==> src/design/cesm_pkg.sv <==
// Package of constants and state types for the CAN error status and mask block
package cesm_pkg;

    // Register byte offsets on the plain register port
    localparam logic [7:0] OFF_STATUS = 8'h00;
    localparam logic [7:0] OFF_MASK = 8'h04;
    localparam logic [7:0] OFF_CTRL = 8'h08;
    localparam logic [7:0] OFF_FLAGS = 8'h0C;

    // Error and status field positions
    localparam int POS_RECESSIVE_RB = 15;
    localparam int POS_DOMINANT_RB = 14;
    localparam int POS_ACK = 13;
    localparam int POS_CHECKSUM = 12;
    localparam int POS_FORM = 11;
    localparam int POS_STUFF = 10;
    localparam int POS_TX_WARN = 9;
    localparam int POS_RX_WARN = 8;
    localparam int POS_IDLE = 7;
    localparam int POS_DIR = 6;
    localparam int POS_FAULT_LO = 4;
    localparam int POS_BOFF_IRQ = 2;
    localparam int POS_ERR_IRQ = 1;

    // Controller control bit positions
    localparam int POS_LISTEN_ONLY = 0;
    localparam int POS_ERR_IRQ_EN = 1;
    localparam int POS_BOFF_IRQ_EN = 2;

    // Warning threshold of both error counters
    localparam logic [7:0] WARN_LIMIT = 8'h60;

    // Fault confinement encodings
    localparam logic [1:0] FAULT_ACTIVE = 2'h0;
    localparam logic [1:0] FAULT_PASSIVE = 2'h1;

    // Values after reset
    localparam logic [2:0] CTRL_RST = 3'h0;
    localparam logic [15:0] MASK_RST = 16'h0000;
    localparam logic [5:0] ERR_RST = 6'h00;

    // State of the main block: latched error bits are ordered 15 down to 10
    typedef struct packed {
        logic [5:0] err_bits;
        logic [1:0] fault;
        logic bus_off_irq;
        logic err_irq;
        logic [2:0] ctrl;
        logic [31:0] rdata;
    } cesm_main_t;

    // State of the buffer mask module
    typedef struct packed {
        logic [15:0] mask;
    } cesm_mask_t;

endpackage

==> src/design/cesm_buf_if.sv <==
// Interface between the status core and the buffer interrupt mask module
interface cesm_buf_if;
    logic wr_mask;
    logic [15:0] wdata;
    logic [15:0] flags;
    logic [15:0] mask;
    logic [15:0] req;

    modport ctl_side (
        output wr_mask,
        output wdata,
        output flags,
        input mask,
        input req
    );

    modport mask_side (
        input wr_mask,
        input wdata,
        input flags,
        output mask,
        output req
    );
endinterface

==> src/design/cesm_buf_mask.sv <==
// Buffer interrupt mask register and live per-buffer request gating
module cesm_buf_mask
    import cesm_pkg::*;
(
    input wire logic i_core_clk,    // Core clock
    input wire logic i_rstn,        // Asynchronous reset, active low
    cesm_buf_if.mask_side bif       // Mask write, flags in, requests out
);

    cesm_mask_t st_ff;
    cesm_mask_t nxt_st;

    always_comb begin
        nxt_st = st_ff;
        if (bif.wr_mask) begin
            nxt_st.mask = bif.wdata;
        end
    end

    always_ff @(posedge i_core_clk or negedge i_rstn) begin
        if (!i_rstn) begin
            st_ff.mask <= MASK_RST;
        end else begin
            st_ff <= nxt_st;
        end
    end

    assign bif.mask = st_ff.mask;
    // Request follows flag and mask with no register in between
    assign bif.req = bif.flags & st_ff.mask;
endmodule

==> src/design/cesm_top.sv <==
// Error and status reporting, interrupt flags and buffer mask of a CAN controller
module cesm_top
    import cesm_pkg::*;
(
    input wire logic i_core_clk,            // Core clock, 250 MHz
    input wire logic i_rstn,                // Asynchronous reset, active low
    input wire logic i_soft_rst,            // Soft reset pulse from the controller
    input wire logic [7:0] i_addr,          // Register byte address
    input wire logic [31:0] i_wdata,        // Register write data
    input wire logic i_wr,                  // Write strobe
    input wire logic i_rd,                  // Read strobe
    output logic [31:0] o_rdata,            // Read data, cycle after the read strobe
    input wire logic i_ack_err,             // Missing acknowledge pulse
    input wire logic i_checksum_err,        // Checksum mismatch pulse
    input wire logic i_form_err,            // Frame form violation pulse
    input wire logic i_stuff_err,           // Bit stuffing violation pulse
    input wire logic i_recessive_rb_err,    // Recessive sent, dominant read back pulse
    input wire logic i_dominant_rb_err,     // Dominant sent, recessive read back pulse
    input wire logic [7:0] i_tx_err_cnt,    // Transmit error counter
    input wire logic [7:0] i_rx_err_cnt,    // Receive error counter
    input wire logic i_bus_idle,            // Bus idle level
    input wire logic i_transmitting,        // High while transmitting
    input wire logic [1:0] i_fault_state,   // Confinement state from the protocol engine
    input wire logic [15:0] i_buf_flags,    // Buffer completion flags
    output logic o_listen_only,             // Listen-only enable to the protocol engine
    output logic o_bus_off_irq,             // Bus-off interrupt request
    output logic o_error_irq,               // Error interrupt request
    output logic [15:0] o_buf_irq           // Per-buffer interrupt requests
);

    cesm_main_t st_ff;
    cesm_main_t nxt_st;
    cesm_buf_if bif ();

    logic rd_status;
    logic wr_status;
    logic [5:0] err_events;
    logic [1:0] fault_report;

    function automatic logic hit(input logic [7:0] addr, input logic [7:0] off);
        hit = (addr == off);
    endfunction

    // Assemble the status word from latched state and live inputs
    function automatic logic [31:0] status_word(input cesm_main_t s, input logic [1:0] fault,
                                                input logic [7:0] tx_cnt, input logic [7:0] rx_cnt,
                                                input logic idle, input logic dir);
        logic [31:0] w;
        w = 32'h0000_0000;  // Reserved positions stay zero
        w[POS_RECESSIVE_RB -: 6] = s.err_bits;
        w[POS_TX_WARN] = (tx_cnt >= WARN_LIMIT);
        w[POS_RX_WARN] = (rx_cnt >= WARN_LIMIT);
        w[POS_IDLE] = idle;
        w[POS_DIR] = dir;
        w[POS_FAULT_LO +: 2] = fault;
        w[POS_BOFF_IRQ] = s.bus_off_irq;
        w[POS_ERR_IRQ] = s.err_irq;
        status_word = w;
    endfunction

    assign rd_status = i_rd && hit(i_addr, OFF_STATUS);
    assign wr_status = i_wr && hit(i_addr, OFF_STATUS);

    // Event order matches status bits 15 down to 10
    assign err_events = {i_recessive_rb_err, i_dominant_rb_err,
                         i_ack_err, i_checksum_err, i_form_err, i_stuff_err};

    // Listen-only reports error-passive whatever the counters say
    assign fault_report = st_ff.ctrl[POS_LISTEN_ONLY] ? FAULT_PASSIVE : st_ff.fault;

    always_comb begin
        nxt_st = st_ff;

        // Read clears the latched bits; an event in the same cycle wins
        if (rd_status) begin
            nxt_st.err_bits = ERR_RST;
        end
        nxt_st.err_bits = nxt_st.err_bits | err_events;

        // Engine state is tracked only outside listen-only, so a soft reset leaves it alone there
        if (!st_ff.ctrl[POS_LISTEN_ONLY]) begin
            nxt_st.fault = i_soft_rst ? FAULT_ACTIVE : i_fault_state;
        end

        // Interrupt flags: write one clears, setting wins over clearing
        if (wr_status && i_wdata[POS_BOFF_IRQ]) begin
            nxt_st.bus_off_irq = 1'b0;
        end
        if (!st_ff.fault[1] && nxt_st.fault[1]) begin
            nxt_st.bus_off_irq = 1'b1;
        end
        if (wr_status && i_wdata[POS_ERR_IRQ]) begin
            nxt_st.err_irq = 1'b0;
        end
        if (st_ff.err_bits != ERR_RST) begin
            nxt_st.err_irq = 1'b1;
        end

        if (i_wr && hit(i_addr, OFF_CTRL)) begin
            nxt_st.ctrl = i_wdata[2:0];
        end

        // Read data stand for exactly one cycle
        nxt_st.rdata = 32'h0000_0000;
        if (i_rd) begin
            case (i_addr)
                OFF_STATUS: nxt_st.rdata = status_word(st_ff, fault_report, i_tx_err_cnt,
                                                       i_rx_err_cnt, i_bus_idle, i_transmitting);
                OFF_MASK: nxt_st.rdata = {16'h0000, bif.mask};
                OFF_CTRL: nxt_st.rdata = {29'h0000_0000, st_ff.ctrl};
                OFF_FLAGS: nxt_st.rdata = {16'h0000, i_buf_flags};
                default: nxt_st.rdata = 32'h0000_0000;
            endcase
        end
    end

    always_ff @(posedge i_core_clk or negedge i_rstn) begin
        if (!i_rstn) begin
            st_ff.err_bits <= ERR_RST;
            st_ff.fault <= FAULT_ACTIVE;
            st_ff.bus_off_irq <= 1'b0;
            st_ff.err_irq <= 1'b0;
            st_ff.ctrl <= CTRL_RST;
            st_ff.rdata <= 32'h0000_0000;
        end else begin
            st_ff <= nxt_st;
        end
    end

    // Buffer mask lives in its own module
    assign bif.wr_mask = i_wr && hit(i_addr, OFF_MASK);
    assign bif.wdata = i_wdata[15:0];  // Upper write bits are dropped
    assign bif.flags = i_buf_flags;

    cesm_buf_mask u_buf_mask (
        .i_core_clk (i_core_clk),
        .i_rstn (i_rstn),
        .bif (bif.mask_side)
    );

    assign o_rdata = st_ff.rdata;
    assign o_listen_only = st_ff.ctrl[POS_LISTEN_ONLY];
    assign o_bus_off_irq = st_ff.bus_off_irq && st_ff.ctrl[POS_BOFF_IRQ_EN];
    assign o_error_irq = st_ff.err_irq && st_ff.ctrl[POS_ERR_IRQ_EN];
    assign o_buf_irq = bif.req;
endmodule

==> config.mk <==
export PLATFORM = sky130hd
export DESIGN_NAME = cesm_top
export DESIGN_NICKNAME = d
export VERILOG_FILES = /design/src/design/cesm_pkg.sv /design/src/design/cesm_buf_if.sv /design/src/design/cesm_buf_mask.sv /design/src/design/cesm_top.sv
export SDC_FILE = /design/constraint.sdc
export NUM_CORES = 1
export LEC_CHECK = 0
export ABC_CLOCK_PERIOD_IN_PS = 1200
export BUFFER_PORTS_ARGS = -buffer_cell sky130_fd_sc_hd__buf_2
export CORE_UTILIZATION = 40
export DETAILED_ROUTE_END_ITERATION = 6
export PLACE_DENSITY = 0.73
export SYNTH_ARGS = -nofsm -noshare
export SYNTH_HDL_FRONTEND = slang
export SYNTH_SLANG_ARGS = --single-unit
==> constraint.sdc <==
create_clock -name i_core_clk -period 1.2 [get_ports i_core_clk]
set_input_delay 0.12 -clock i_core_clk [delete_from_list [all_inputs] [get_ports i_core_clk]]
set_output_delay 0.12 -clock i_core_clk [all_outputs]
set_load 0.02 [all_outputs]
# After elaboration in Yosys (flattened, before gate mapping)

Index checks and enable logic that the tools add are counted.

Output and inout port bits: 51
Memory bits (writable): 0
Memories kept: 0
Latch bits: 0
Memory bits (read-only): 0
Register bits after elaboration: 61

Mux-type cells: 10
Add/subtract/negate cells: 0
Shift-type cells: 0
Order comparisons: 2
$mul: 0
Bitwise operators: 2
Reductions and logical operators: 14
Divide/modulo/power cells: 0
Eq/ne operators: 3

Operators with widths:

| kind                                                                   | count |
|---|---|
| 16-bit case mux with 4 select lines                                    | 1 |
| 16-bit bitwise AND                                                     | 1 |
| 8-bit by 4-bit == test with 1-bit output (second input constant)       | 2 |
| 8-bit by 7-bit >= comparator with 1-bit output (second input constant) | 2 |
| 16-bit two-way mux                                                     | 1 |
| 1-bit logical AND                                                      | 9 |
| 8-bit by 3-bit == test with 1-bit output (second input constant)       | 1 |
| 8-bit zero test                                                        | 1 |
| 2-bit two-way mux                                                      | 3 |
| 6-bit two-way mux                                                      | 1 |
| 6-bit bitwise OR                                                       | 1 |
| 6-bit nonzero test                                                     | 1 |
| 1-bit two-way mux                                                      | 4 |
| 2-bit nonzero test                                                     | 2 |
| 1-bit zero test                                                        | 1 |

# Longest topological paths before layout

Gate-level depths: netlist of the first run.

Word-level depth: 5
Mapped depth: 5

# Hierarchy

Synthesis of the first run repeated with hierarchy kept, for this count alone.

Cell total of the unflattened synthesis: 215
Area, all modules: 2421.1 um^2

Modules (own cells, without submodules):

| module        | area each (um^2) | seq. area each (um^2) | cells an instance | instances |
|---|---|---|---|---|
| cesm_top      | 1671.6           | 725.7                 | 165               | 1 |
| cesm_buf_mask | 749.5            | 400.4                 | 50                | 1 |

# Worst setup path before layout of the first run

OpenSTA, ideal clock, no wires.

Path type: register to register
Start point: register st_ff, in the netlist o_listen_only
End point: register st_ff, in the netlist o_rdata[5]
Setup time: 81 ps
Setup slack: -214 ps
Path buffers: 1
Stages on the path, launching flop included: 5
Required time: 1119 ps
Data arrival time: 1333 ps
Clock period less this slack: 1414 ps
Path through: dfrtp_1 > clkbuf_1 > or3b_2 > a21o_1 > a21oi_1

RTL lines:

| what                   | RTL line        | source |
|---|---|---|
| from (decl)            | cesm_top.sv:31  | `cesm_main_t st_ff;` |
| from (signal assigned) | cesm_top.sv:126 | `st_ff <= nxt_st;` |

==> impl_summary.md, run 1 <==
Clock tree
Clock-pin slew was measured on the worst setup and hold paths at 0.08 ns. The tree is rooted in a clkbuf_8. The CTS buffer count is 5. Once the clock tree was built, the setup fixing pass inserted 0 buffers. The clock drives 45 sinks. The later pin in the worst-skew pair is clocked with a latency of 0.29 ns.

The worst-case clock buffer depth is 2. TritonCTS built the clock tree. CTS built an H-tree with a depth of 2.

Min path
Along the worst hold path, the cell count comes to 2. For hold timing, the worst endpoint is st_ff[42]. The type of the most critical hold path is in -> reg. The startpoint identified for the worst hold timing path is i_ack_err.

STA
The count of final max-slew check failures is 0. Setup repair after global routing left no endpoint under its margin. Subtracting the final worst setup slack from the clock period gives 1.162 ns. The count of endpoints failing setup in the final report is 0. The final hold slack is 0.01322 ns.

The clock arrives with 0.003506 ns of skew. The hold violation total from the final report came to 0. For this run, the top clock speed supported by timing is 860.5 MHz. Of the available clock period, the critical path in the final layout requires 96.84%. In the final timing run, aggregate negative setup slack is 0 ns.

Setup path
The largest individual stage delay along the critical path comes from the cell dfrtp_2. The critical register-to-register path startpoint is o_listen_only. Counting both buffers and inverters, the worst setup path holds a total of 0.

The largest delay contributor family on the critical path is flip-flops. The critical path is of the reg -> reg type. The arrival time at the worst endpoint is 1.39 ns. The critical path goes through or3b_4, a21o_1, a21oi_2. Across all register-to-register paths, the minimum setup slack is 0.04 ns. For this run, the slowest stage of the critical path takes 0.43 ns. The launching element of the worst setup path is o_listen_only.

STA classifies the critical path startpoint as a register. STA puts the critical path data required time at 1.43 ns. STA classifies the critical path endpoint as a register.

Counting cells, the worst reg-to-reg path comes to 3. Along the worst path, the maximum fanout reaches 4. The terminus of the critical flop-to-flop path is o_rdata[5].

Placed design
Including well taps, the total number of placed cells is 374. During placement, the flow inserted port buffers numbering 95. The global placer's final weighted congestion is 0.7413. The HPWL reported at the end of detailed placement is 3.967 mm.

Run status
The run finished with clean final reports.

Yosys
The cell count after synthesis came out at 213. The synthesized netlist devotes 0% of its cell area to adder and majority cells. The multiplexer fraction of the synthesized cell area is 17.04%. The post-synthesis sequential area ratio is 46.90%. The synthesized netlist devotes 16.31% of its cell area to simple gates. Yosys attributes the largest share of cell area to dfrtp_1, buf_4, mux2_4, mux2_2, and2_1. The compound-cell area share of the yosys netlist is 7.504%. The number of flip-flops and latches in the synthesized netlist is 45. The synthesized-area fraction occupied by xor and xnor cells is 0%.

The synthesized design devotes to its leading area cell type 46.90% of total area. By area, the combinational part of the netlist is dominated by multiplexers. Averaged over all synthesized cells, the footprint is 11.27 um2. The largest area contributor in the netlist is dfrtp_1.

After synthesis, the netlist uses 33 different library cells. The warning count from the yosys run is 0. The mapped netlist covers 2401 um2.

Run
Across the run, the number of max-cap violations was 0.

Route
The routed design has 5.204 mm of wire. The first detailed-routing pass ran for 4 iterations. The violation count after the first detailed-route iteration is 72. The detailed-route via count is 1788. The count of nets left with antenna violations once routing finished came out at 0. The average wire per standard cell is 13.48 um.

The detailed-route vias per instance is 4.632. The DRC violations left is 0.

Floorplanning
The width of the die is 79.48 um. The initial core utilization is 42.56%. The die is 79.48 um tall. The area of the die is 6316 um2. The area of the core region is 5642 um2. Pin placement for this block handled 138 I/O pins. The site row count is 27.

GRT
The via count of the first global-routing pass was 1737. The maximum number of pins on one net before global-route repair is 46. The initial antenna violation count came to 0. The total overflow left after global routing is 0. Global routing used 17.83% of the available tracks. The global-route wire length before repair is 8.535 mm.

Pwr
The worst-case IR drop observed on VDD is 0.5742 mV. In this run the static leakage power is 1.629 nW. In this run the power density over the cells is 1003 nW/um2.

Cells and area
The signed area change from the synthesized netlist to the final layout is 27.31%. The number of antenna diodes is 0. The fraction of final layout cells sized beyond drive strength 1 is 50.64%. The number of nets in the layout is 400. The filler cells instantiated in the layout total 535. Once layout is complete, the cells apart from fillers number 386.
## routing by layer
| layer | wire length [um] | GRT usage [%] |
|---|---|---|
| met1 | 2299 | 22.58 |
| met2 | 2490 | 29.74 |
| met3 | 378 | 4.800 |
| met4 | 36 | 4.909 |
| met5 | 0 | 0 |
## metrics by stage
step | setup WS, ns | cell area [um2] | power (mW) | utilization [%]
floorplan | -0.09514 | 2471 | 1.880 | -
detailed placement | -0.2186 | 2912 | 2.068 | 51.61
finish | 0.03795 | 3057 | 3.067 | 54.18
global route | 0.008352 | 3057 | 3.232 | 54.18
CTS | 0.03496 | 3053 | 3.112 | 54.11
global placement | -0.1571 | 2912 | 2.061 | 51.61
## cell type report
| class | count | area, um2 | area share (%) |
|---|---|---|---|
| inverters | 2 | 7.507 | 0.2456 |
| repair buffers | 118 | 683.2 | 22.35 |
| clock buffers | 7 | 96.34 | 3.152 |
| clock inverters | 1 | 5.005 | 0.1637 |
| well taps | 72 | 90.09 | 2.947 |
| flip-flops and latches | 45 | 1127 | 36.88 |
| multi-input cells | 141 | 1047 | 34.26 |
## cell families after synthesis
logic type,count (synthesis)
buffers and inverters,42
other,1
flip-flops,45
multiplexers,32
AO/OA/AOI/OAI,28
AND/OR/NAND/NOR,65
## worst reg2reg max path: stages, from the launching register on
cell     delay [ns]
dfrtp_2        0.43
or3b_4         0.37
a21o_1         0.18
a21oi_2        0.12
## report_power, final
| group | total [mW] | switching [mW] | leakage [nW] | internal (mW) |
|---|---|---|---|---|
| sequential | 1.58 | 0.0253 | 0.580 | 1.55 |
| combinational | 0.467 | 0.237 | 0.995 | 0.230 |
| clock | 1.02 | 0.503 | 0.0542 | 0.521 |
| total | 3.07 | 0.765 | 1.63 | 2.30 |
## timing repair
action                                 CTS  global route
resized for setup                        0             1
setup endpoints to repair                0             1
endpoints found under the hold margin   48             0
hold buffers                             4             0
## cells in the final DEF, fill, tap and decap left out, types with 10 or more instances in the layout
| master | instances |
|---|---|
| mux2_4 | 10 |
| buf_2 | 95 |
| conb_1 | 16 |
| mux2_2 | 11 |
| dfrtp_1 | 44 |
| buf_4 | 17 |
| a21oi_1 | 10 |
| and2_1 | 19 |
| nand2_1 | 15 |
| a21o_1 | 10 |
## how the worst max path moves through the flow
stage | to | slack (ns) | cells past startpoint
6_report | o_rdata[5] | 0.04 | 3
5_1_grt | o_listen_only | 0.008 | 2
4_1_cts | o_listen_only | 0.03 | 2
3_5_place_dp | st_ff[33] | -0.22 | 5
3_3_place_gp | o_listen_only | -0.16 | 5
2_1_floorplan | o_rdata[5] | -0.1 | 4
## cells in the mapped netlist (all sizes together)
cell type	count
nor4	2
nor2b	3
nor3b	2
nand2	15
and2	19
or2	8
dfrtp	45
nand4b	1
a21o	10
a21oi	11
clkbuf	3
inv	2
conb	1
buf	37
a211oi	1
nand2b	2
mux4	2
nor3	2
a211o	2
nor2	5
a22oi	2
or3b	1
o21ai	2
nand4	3
mux2i	9
mux2	21
nand3	2
## flip-flops by register name (all words and copies together), names as in the netlist
register	flops
u_buf_mask.bif.mask	16
o_listen_only	1
st_ff	12
o_rdata	16
Power figures use the tool's default switching activity.
==> inputs of run 2 (changes only) <==
--- a/config.mk
+++ b/config.mk
@@ -7,6 +7,7 @@
 export LEC_CHECK = 0
 export ABC_CLOCK_PERIOD_IN_PS = 1200
 export BUFFER_PORTS_ARGS = -buffer_cell sky130_fd_sc_hd__buf_2
+export CORE_ASPECT_RATIO = 1.25
 export CORE_UTILIZATION = 40
 export DETAILED_ROUTE_END_ITERATION = 6
 export PLACE_DENSITY = 0.73
==> impl_summary.md, run 2 (synthesized netlist as in run 1, its figures left out) <==
Cells and area
The fraction of final layout cells sized beyond drive strength 1 is 50.00% (was 50.64%). The signed area change from the synthesized netlist to the final layout is 27.67% (was 27.31%). The number of nets in the layout came to 404 (was 400).

The count of fill cells added during filler insertion is 541 (was 535). The final design utilization is 53.04% (was 54.18%). The commonest non-fill, non-tap cell in the layout is buf_2 (unchanged). The number of antenna diodes is 0 (unchanged). Most used cells in the layout excluding fill and tap cells: buf_2, dfrtp_1, and2_1, buf_4, conb_1 (was buf_2, dfrtp_1, and2_1).

STA
The top achievable clock speed is 861.1 MHz (was 860.5 MHz). The worst setup skew after layout is 0.009710 ns (was 0.003506 ns). RSZ-0062 raised after global routing: no (unchanged). The final worst-path cycle share is 96.78% (was 96.84%). The final critical-path required period came to 1.161 ns (was 1.162 ns). The final hold slack is 0.01334 ns (was 0.01322 ns). The count of final max-slew check failures came to 0 (unchanged).

The count of endpoints failing setup in the final report is 0 (unchanged). The hold violation total from the final report is 0 (unchanged).

Min path
The type of the most critical hold path was in -> reg (unchanged). The instance count along the most critical hold path was 2 (unchanged). The startpoint of the tightest hold check path is i_soft_rst (was i_ack_err). The sink of the worst hold path is st_ff[37] (was st_ff[42]).

Setup path
The worst-path cell with the longest stage delay is dfrtp_2 (unchanged). The largest driver fanout on the critical path is 7 (was 4). The required arrival time at the worst endpoint is 1.08 ns (was 1.43 ns). The critical register-to-register path startpoint is o_listen_only (unchanged).

The arrival time at the worst endpoint came to 1.04 ns (was 1.39 ns). The critical path start-end classification is reg -> out (was reg -> reg). The slack of the worst reg-to-reg path is 0.05 ns (was 0.04 ns).

CP Cell Sequence: buf_4, buf_2 (was or3b_4, a21o_1, a21oi_2). The peak per-stage delay on the critical path is 0.43 ns (about the same). The number of buffer and inverter stages on the critical path is 2 (was 0). The kind of launch point of the worst setup path was a register (unchanged).

The largest delay contributor family on the critical path is flip-flops (unchanged). The terminus of the critical flop-to-flop path is o_rdata[5] (unchanged). The worst reg2reg path depth is 3 (unchanged). The endpoint class of the critical path is an output port (was register).

Route
The detailed-route via count is 1810 (was 1788). The detailed-routed wire length on met3 was 280 um (was 378 um). The number of nets with antenna violations after routing is 0 (unchanged). The DRC violations left is 9 (was 0).

The detailed-route vias per instance is 4.714 (was 4.632). The iteration count of the initial detailed-routing pass is 6 (was 4). The met1 wire length was 2.171 mm (was 2.299 mm). The sum of met2 wire segment lengths after detailed routing is 2.918 mm (was 2.490 mm). The total wire length after detailed routing is 5.501 mm (was 5.204 mm). The average wire per standard cell is 14.33 um (was 13.48 um). The highest routed metal layer is met4 (unchanged). The violation count after the first detailed-route iteration is 55 (was 72).

Clock tree
The maximum level of the CTS H-tree came to 2 (unchanged). The clock network latency to the later pin of the worst-skew pair was 0.30 ns (was 0.29 ns). The clock tree from TritonCTS is yes (unchanged). The CTS buffer count is 5 (unchanged). The clock-pin slew on the worst setup and hold paths is 0.09 ns (was 0.08 ns). The total setup buffers inserted after CTS is 0 (unchanged). The number of sinks handled by clock tree synthesis came to 45 (unchanged). The number of gates resized after cts was 0 (unchanged). The hold buffer count at cts was 4 (unchanged).

The worst-case clock buffer depth is 2 (unchanged). The master cell of the clock root buffer was clkbuf_8 (unchanged).

Floorplanning
The area of the core region was 5779 um2 (was 5642 um2). The width of the die is 71.30 um (was 79.48 um). The initial core utilization is 41.55% (was 42.56%).

The chip height is 88.62 um (was 79.48 um). The area of the die is 6318 um2 (was 6316 um2). The number of top-level pins is 138 (unchanged).

The site row count came to 31 (was 27).

Run status
The final reports fail on DRC. Result of the run: complete, but fails checks (was finished clean).

Placed design
The global placer's final weighted congestion came to 0.7879 (was 0.7413). The HPWL reported at the end of detailed placement was 4.165 mm (was 3.967 mm). The number of buffers inserted by port buffering is 95 (unchanged).

GRT
The via count of the first global-routing pass was 1797 (was 1737). The maximum number of pins on one net before global-route repair is 46 (unchanged). The initial antenna violation count was 0 (unchanged).

The global-route wire length before repair was 8.556 mm (was 8.535 mm). The total global routing overflow is 0 (unchanged). The combined global-route utilization of all metal layers was 18.03% (was 17.83%).

Run
The reported max-cap violation count is 0 (unchanged).

Pwr
The total power came to 3.054 mW (was 3.067 mW). The largest vdd supply drop is 0.5810 mV (was 0.5742 mV). The leakage power summed over all cells came to 1.640 nW (was 1.629 nW). The power per unit of standard cell area is 996.4 nW/um2 (was 1003 nW/um2).
run 2: layout make-up:
class	instances	area, um2	share of cell area, %
Sequential cell	45	1127	36.78
Multi-Input combinational cell	141	1044	34.04
Timing Repair Buffer	122	708.2	23.10
Clock buffer	6	82.58	2.694
Tap cell	66	82.58	2.694
Clock inverter	2	13.76	0.4490
Inverter	2	7.507	0.2449
run 2: routing by layer:
metal	GRT usage, %	vias to the layer above
li1	-	881
met1	20.54	856
met2	32.90	64
met3	3.303	9
met4	8.182	0
met5	0	-
run 2: per-stage QoR:
stage,std cells,setup TNS (ns),area [um2],worst slack [ns]
2_1_floorplan,228,-1.043,2471,-0.09514
3_3_place_gp,369,-3.749,2899,-0.1641
3_5_place_dp,369,-5.043,2899,-0.2219
4_1_cts,381,0,3035,0.03078
5_1_grt,384,0,3065,0.006128
6_report,384,0,3065,0.03867
run 2: report_power, final:
part | leakage, nW | total, mW | internal (mW) | switching [mW]
clock network | 0.0512 | 1.00 | 0.467 | 0.534
logic | 1.01 | 0.475 | 0.236 | 0.240
registers | 0.580 | 1.58 | 1.55 | 0.0265
run 2: how the worst max path moves through the flow:
stage	startpoint	end	slack, ns	cells past startpoint
after CTS	o_listen_only	o_listen_only	0.03	2
after global placement	i_addr[1]	o_listen_only	-0.16	5
after global routing	o_listen_only	o_listen_only	0.006	2
final	o_listen_only	o_listen_only	0.04	2
after detailed placement	i_addr[1]	st_ff[34]	-0.22	5
after floorplan	o_listen_only	o_rdata[5]	-0.1	4
==> inputs of run 3 (changes only) <==
--- a/config.mk
+++ b/config.mk
@@ -7,10 +7,11 @@
 export LEC_CHECK = 0
 export ABC_CLOCK_PERIOD_IN_PS = 1200
 export BUFFER_PORTS_ARGS = -buffer_cell sky130_fd_sc_hd__buf_2
-export CORE_ASPECT_RATIO = 1.25
+export CORE_ASPECT_RATIO = 0.6
 export CORE_UTILIZATION = 40
 export DETAILED_ROUTE_END_ITERATION = 6
 export PLACE_DENSITY = 0.73
+export RECOVER_POWER = 100
 export SYNTH_ARGS = -nofsm -noshare
 export SYNTH_HDL_FRONTEND = slang
 export SYNTH_SLANG_ARGS = --single-unit
==> impl_summary.md, run 3 (synthesized netlist as in run 1, its figures left out) <==
Floorplanning
The chip height was 62.02 um (was 88.62 um). The area of the core region is 5675 um2 (was 5779 um2). The site row count is 21 (was 31).

The width of the die was 102.0 um (was 71.30 um). The area of the die came to 6327 um2 (was 6318 um2). The number of top-level pins is 138 (unchanged).

The initial core utilization is 42.31% (was 41.55%).

Setup path
The critical register-to-register path startpoint was o_listen_only (unchanged). The slack of the worst reg-to-reg path is 0.03 ns (was 0.05 ns). The kind of launch point of the worst setup path was a register (unchanged). The largest driver fanout on the critical path is 2 (was 7). The required arrival time at the worst endpoint was 1.43 ns (was 1.08 ns). The endpoint class of the critical path is a register (was output port). The arrival time at the worst endpoint is 1.40 ns (was 1.04 ns). The critical path start-end classification is reg -> reg (was reg -> out). The worst reg2reg path depth is 3 (unchanged). The terminus of the critical flop-to-flop path is o_rdata[5] (unchanged).

Clock tree
The clock-pin slew on the worst setup and hold paths came to 0.08 ns (was 0.09 ns). The number of sinks handled by clock tree synthesis is 45 (unchanged). The worst-case clock buffer depth was 2 (unchanged). The clock tree from TritonCTS was yes (unchanged). The CTS buffer count is 5 (unchanged). The maximum level of the CTS H-tree came to 2 (unchanged). The master cell of the clock root buffer is clkbuf_8 (unchanged). The clock network latency to the later pin of the worst-skew pair is 0.30 ns (about the same).

Route
The detailed-route vias per instance came to 4.543 (was 4.714). The DRC violations left is 0 (was 9). The detailed-route via count is 1799 (was 1810). The violation count after the first detailed-route iteration is 43 (was 55).

The number of nets with antenna violations after routing is 0 (unchanged). The iteration count of the initial detailed-routing pass is 4 (was 6). The average wire per standard cell is 13.93 um (was 14.33 um). The total wire length after detailed routing is 5.517 mm (was 5.501 mm).

Run
The reported max-cap violation count came to 0 (unchanged).

Cells and area
The number of standard cells in the final layout excluding fillers is 396 (was 384). The number of nets in the layout was 402 (was 404). The number of antenna diodes is 0 (unchanged). Most used cells in the layout excluding fill and tap cells: buf_2, dfrtp_1, clkbuf_1 (was buf_2, dfrtp_1, and2_1, buf_4, conb_1).

The fraction of final layout cells sized beyond drive strength 1 came to 43.99% (was 50.00%). The count of fill cells added during filler insertion is 558 (was 541). The signed area change from the synthesized netlist to the final layout is 27.46% (was 27.67%). The final design utilization is 53.92% (was 53.04%). The commonest non-fill, non-tap cell in the layout is buf_2 (unchanged).

STA
The top achievable clock speed is 856.6 MHz (was 861.1 MHz). The accumulated negative setup slack is 0 ns (unchanged). The worst setup slack after layout was 0.03256 ns (was 0.03867 ns).

RSZ-0062 raised after global routing: no (unchanged). Measured against its own limit, the worst slew margin works out to 59.37%. For the pin with the worst max-slew slack, the measured transition is 0.6095 ns.

The count of final max-slew check failures came to 0 (unchanged). The hold violation total from the final report is 0 (unchanged). The final critical-path required period came to 1.167 ns (was 1.161 ns).

The worst setup skew after layout came to 0.006271 ns (was 0.009710 ns). The count of endpoints failing setup in the final report is 0 (unchanged). The final worst-path cycle share is 97.29% (was 96.78%).

GRT
The initial antenna violation count is 0 (unchanged). The total global routing overflow came to 0 (unchanged). The maximum number of pins on one net before global-route repair is 46 (unchanged). The combined global-route utilization of all metal layers is 18.20% (was 18.03%). The via count of the first global-routing pass was 1667 (was 1797). The global-route wire length before repair is 8.266 mm (was 8.556 mm).

Pwr
The largest vdd supply drop is 0.4159 mV (was 0.5810 mV). The leakage power summed over all cells is 1.547 nW (was 1.640 nW). The power per unit of standard cell area is 1011 nW/um2 (was 996.4 nW/um2).

Placed design
The global placer's final weighted congestion is 0.7578 (was 0.7879). The HPWL reported at the end of detailed placement is 4.127 mm (was 4.165 mm). The total instance count after detailed placement is 382 (was 369).

The number of buffers inserted by port buffering came to 95 (unchanged). The worst slack after detailed placement came to -0.1485 ns (was -0.2219 ns).

Run status
Result of the run: finished clean (was complete, but fails checks).

Min path
The type of the most critical hold path is in -> reg (unchanged). The instance count along the most critical hold path is 2 (unchanged). The startpoint of the tightest hold check path is i_form_err (was i_soft_rst). The sink of the worst hold path is st_ff[40] (was st_ff[37]).
run 3: what timing repair did:
item / CTS / global route
gates resized for setup: 0 / 2
setup endpoints to repair: 0 / 1
hold buffers: 5 / 1
endpoints found under the hold margin: 49 / 1
buffers inserted: 0 / 0
run 3: per-stage QoR:
step / hold slack [ns] / instance area [um2] / power (mW)
floorplan: -0.1756 / 2471 / 1.880
global placement: 0.1210 / 2959 / 2.076
detailed placement: 0.1198 / 2959 / 2.087
CTS: 0.0007066 / 3110 / 3.145
global route: 0.01295 / 3060 / 3.251
finish: 0.01488 / 3060 / 3.096
run 3: worst max-delay path by stage:
stage | startpoint | end | slack (ns)
after floorplan | o_listen_only | o_rdata[5] | -0.1
after global placement | i_addr[1] | u_buf_mask.bif.mask[2] | -0.14
after detailed placement | i_addr[1] | u_buf_mask.bif.mask[2] | -0.15
after CTS | u_buf_mask.bif.mask[14] | o_buf_irq[14] | 0.03
after global routing | i_addr[1] | st_ff[33] | 0.004
final | o_listen_only | o_rdata[5] | 0.03
run 3: layout make-up:
type                            instances  area (um2)  area share [%]
Inverter                                2       7.507          0.2453
Clock inverter                          1       5.005          0.1635
Timing Repair Buffer                  120       693.2           22.65
Multi-Input combinational cell        141        1031           33.69
Sequential cell                        45        1127           36.84
Clock buffer                            7       96.34           3.148
Tap cell                               80       100.1           3.271
run 3: metal layers:
layer	GRT usage [%]	up-vias	share of wire (%)
li1	-	882	-
met4	4.286	0	0.49
met3	4.698	3	5.8
met1	24.59	843	50
met5	0	-	0
met2	29.91	71	44
run 3: report_power, final:
group / switching [mW] / internal [mW]
clock network: 0.516 / 0.521
registers: 0.0263 / 1.55
logic: 0.242 / 0.239
run 3: critical path, stage by stage (launching register included):
cell     delay, ns
dfrtp_2       0.43
or3b_4        0.37
a21o_1        0.17
a21oi_1       0.13
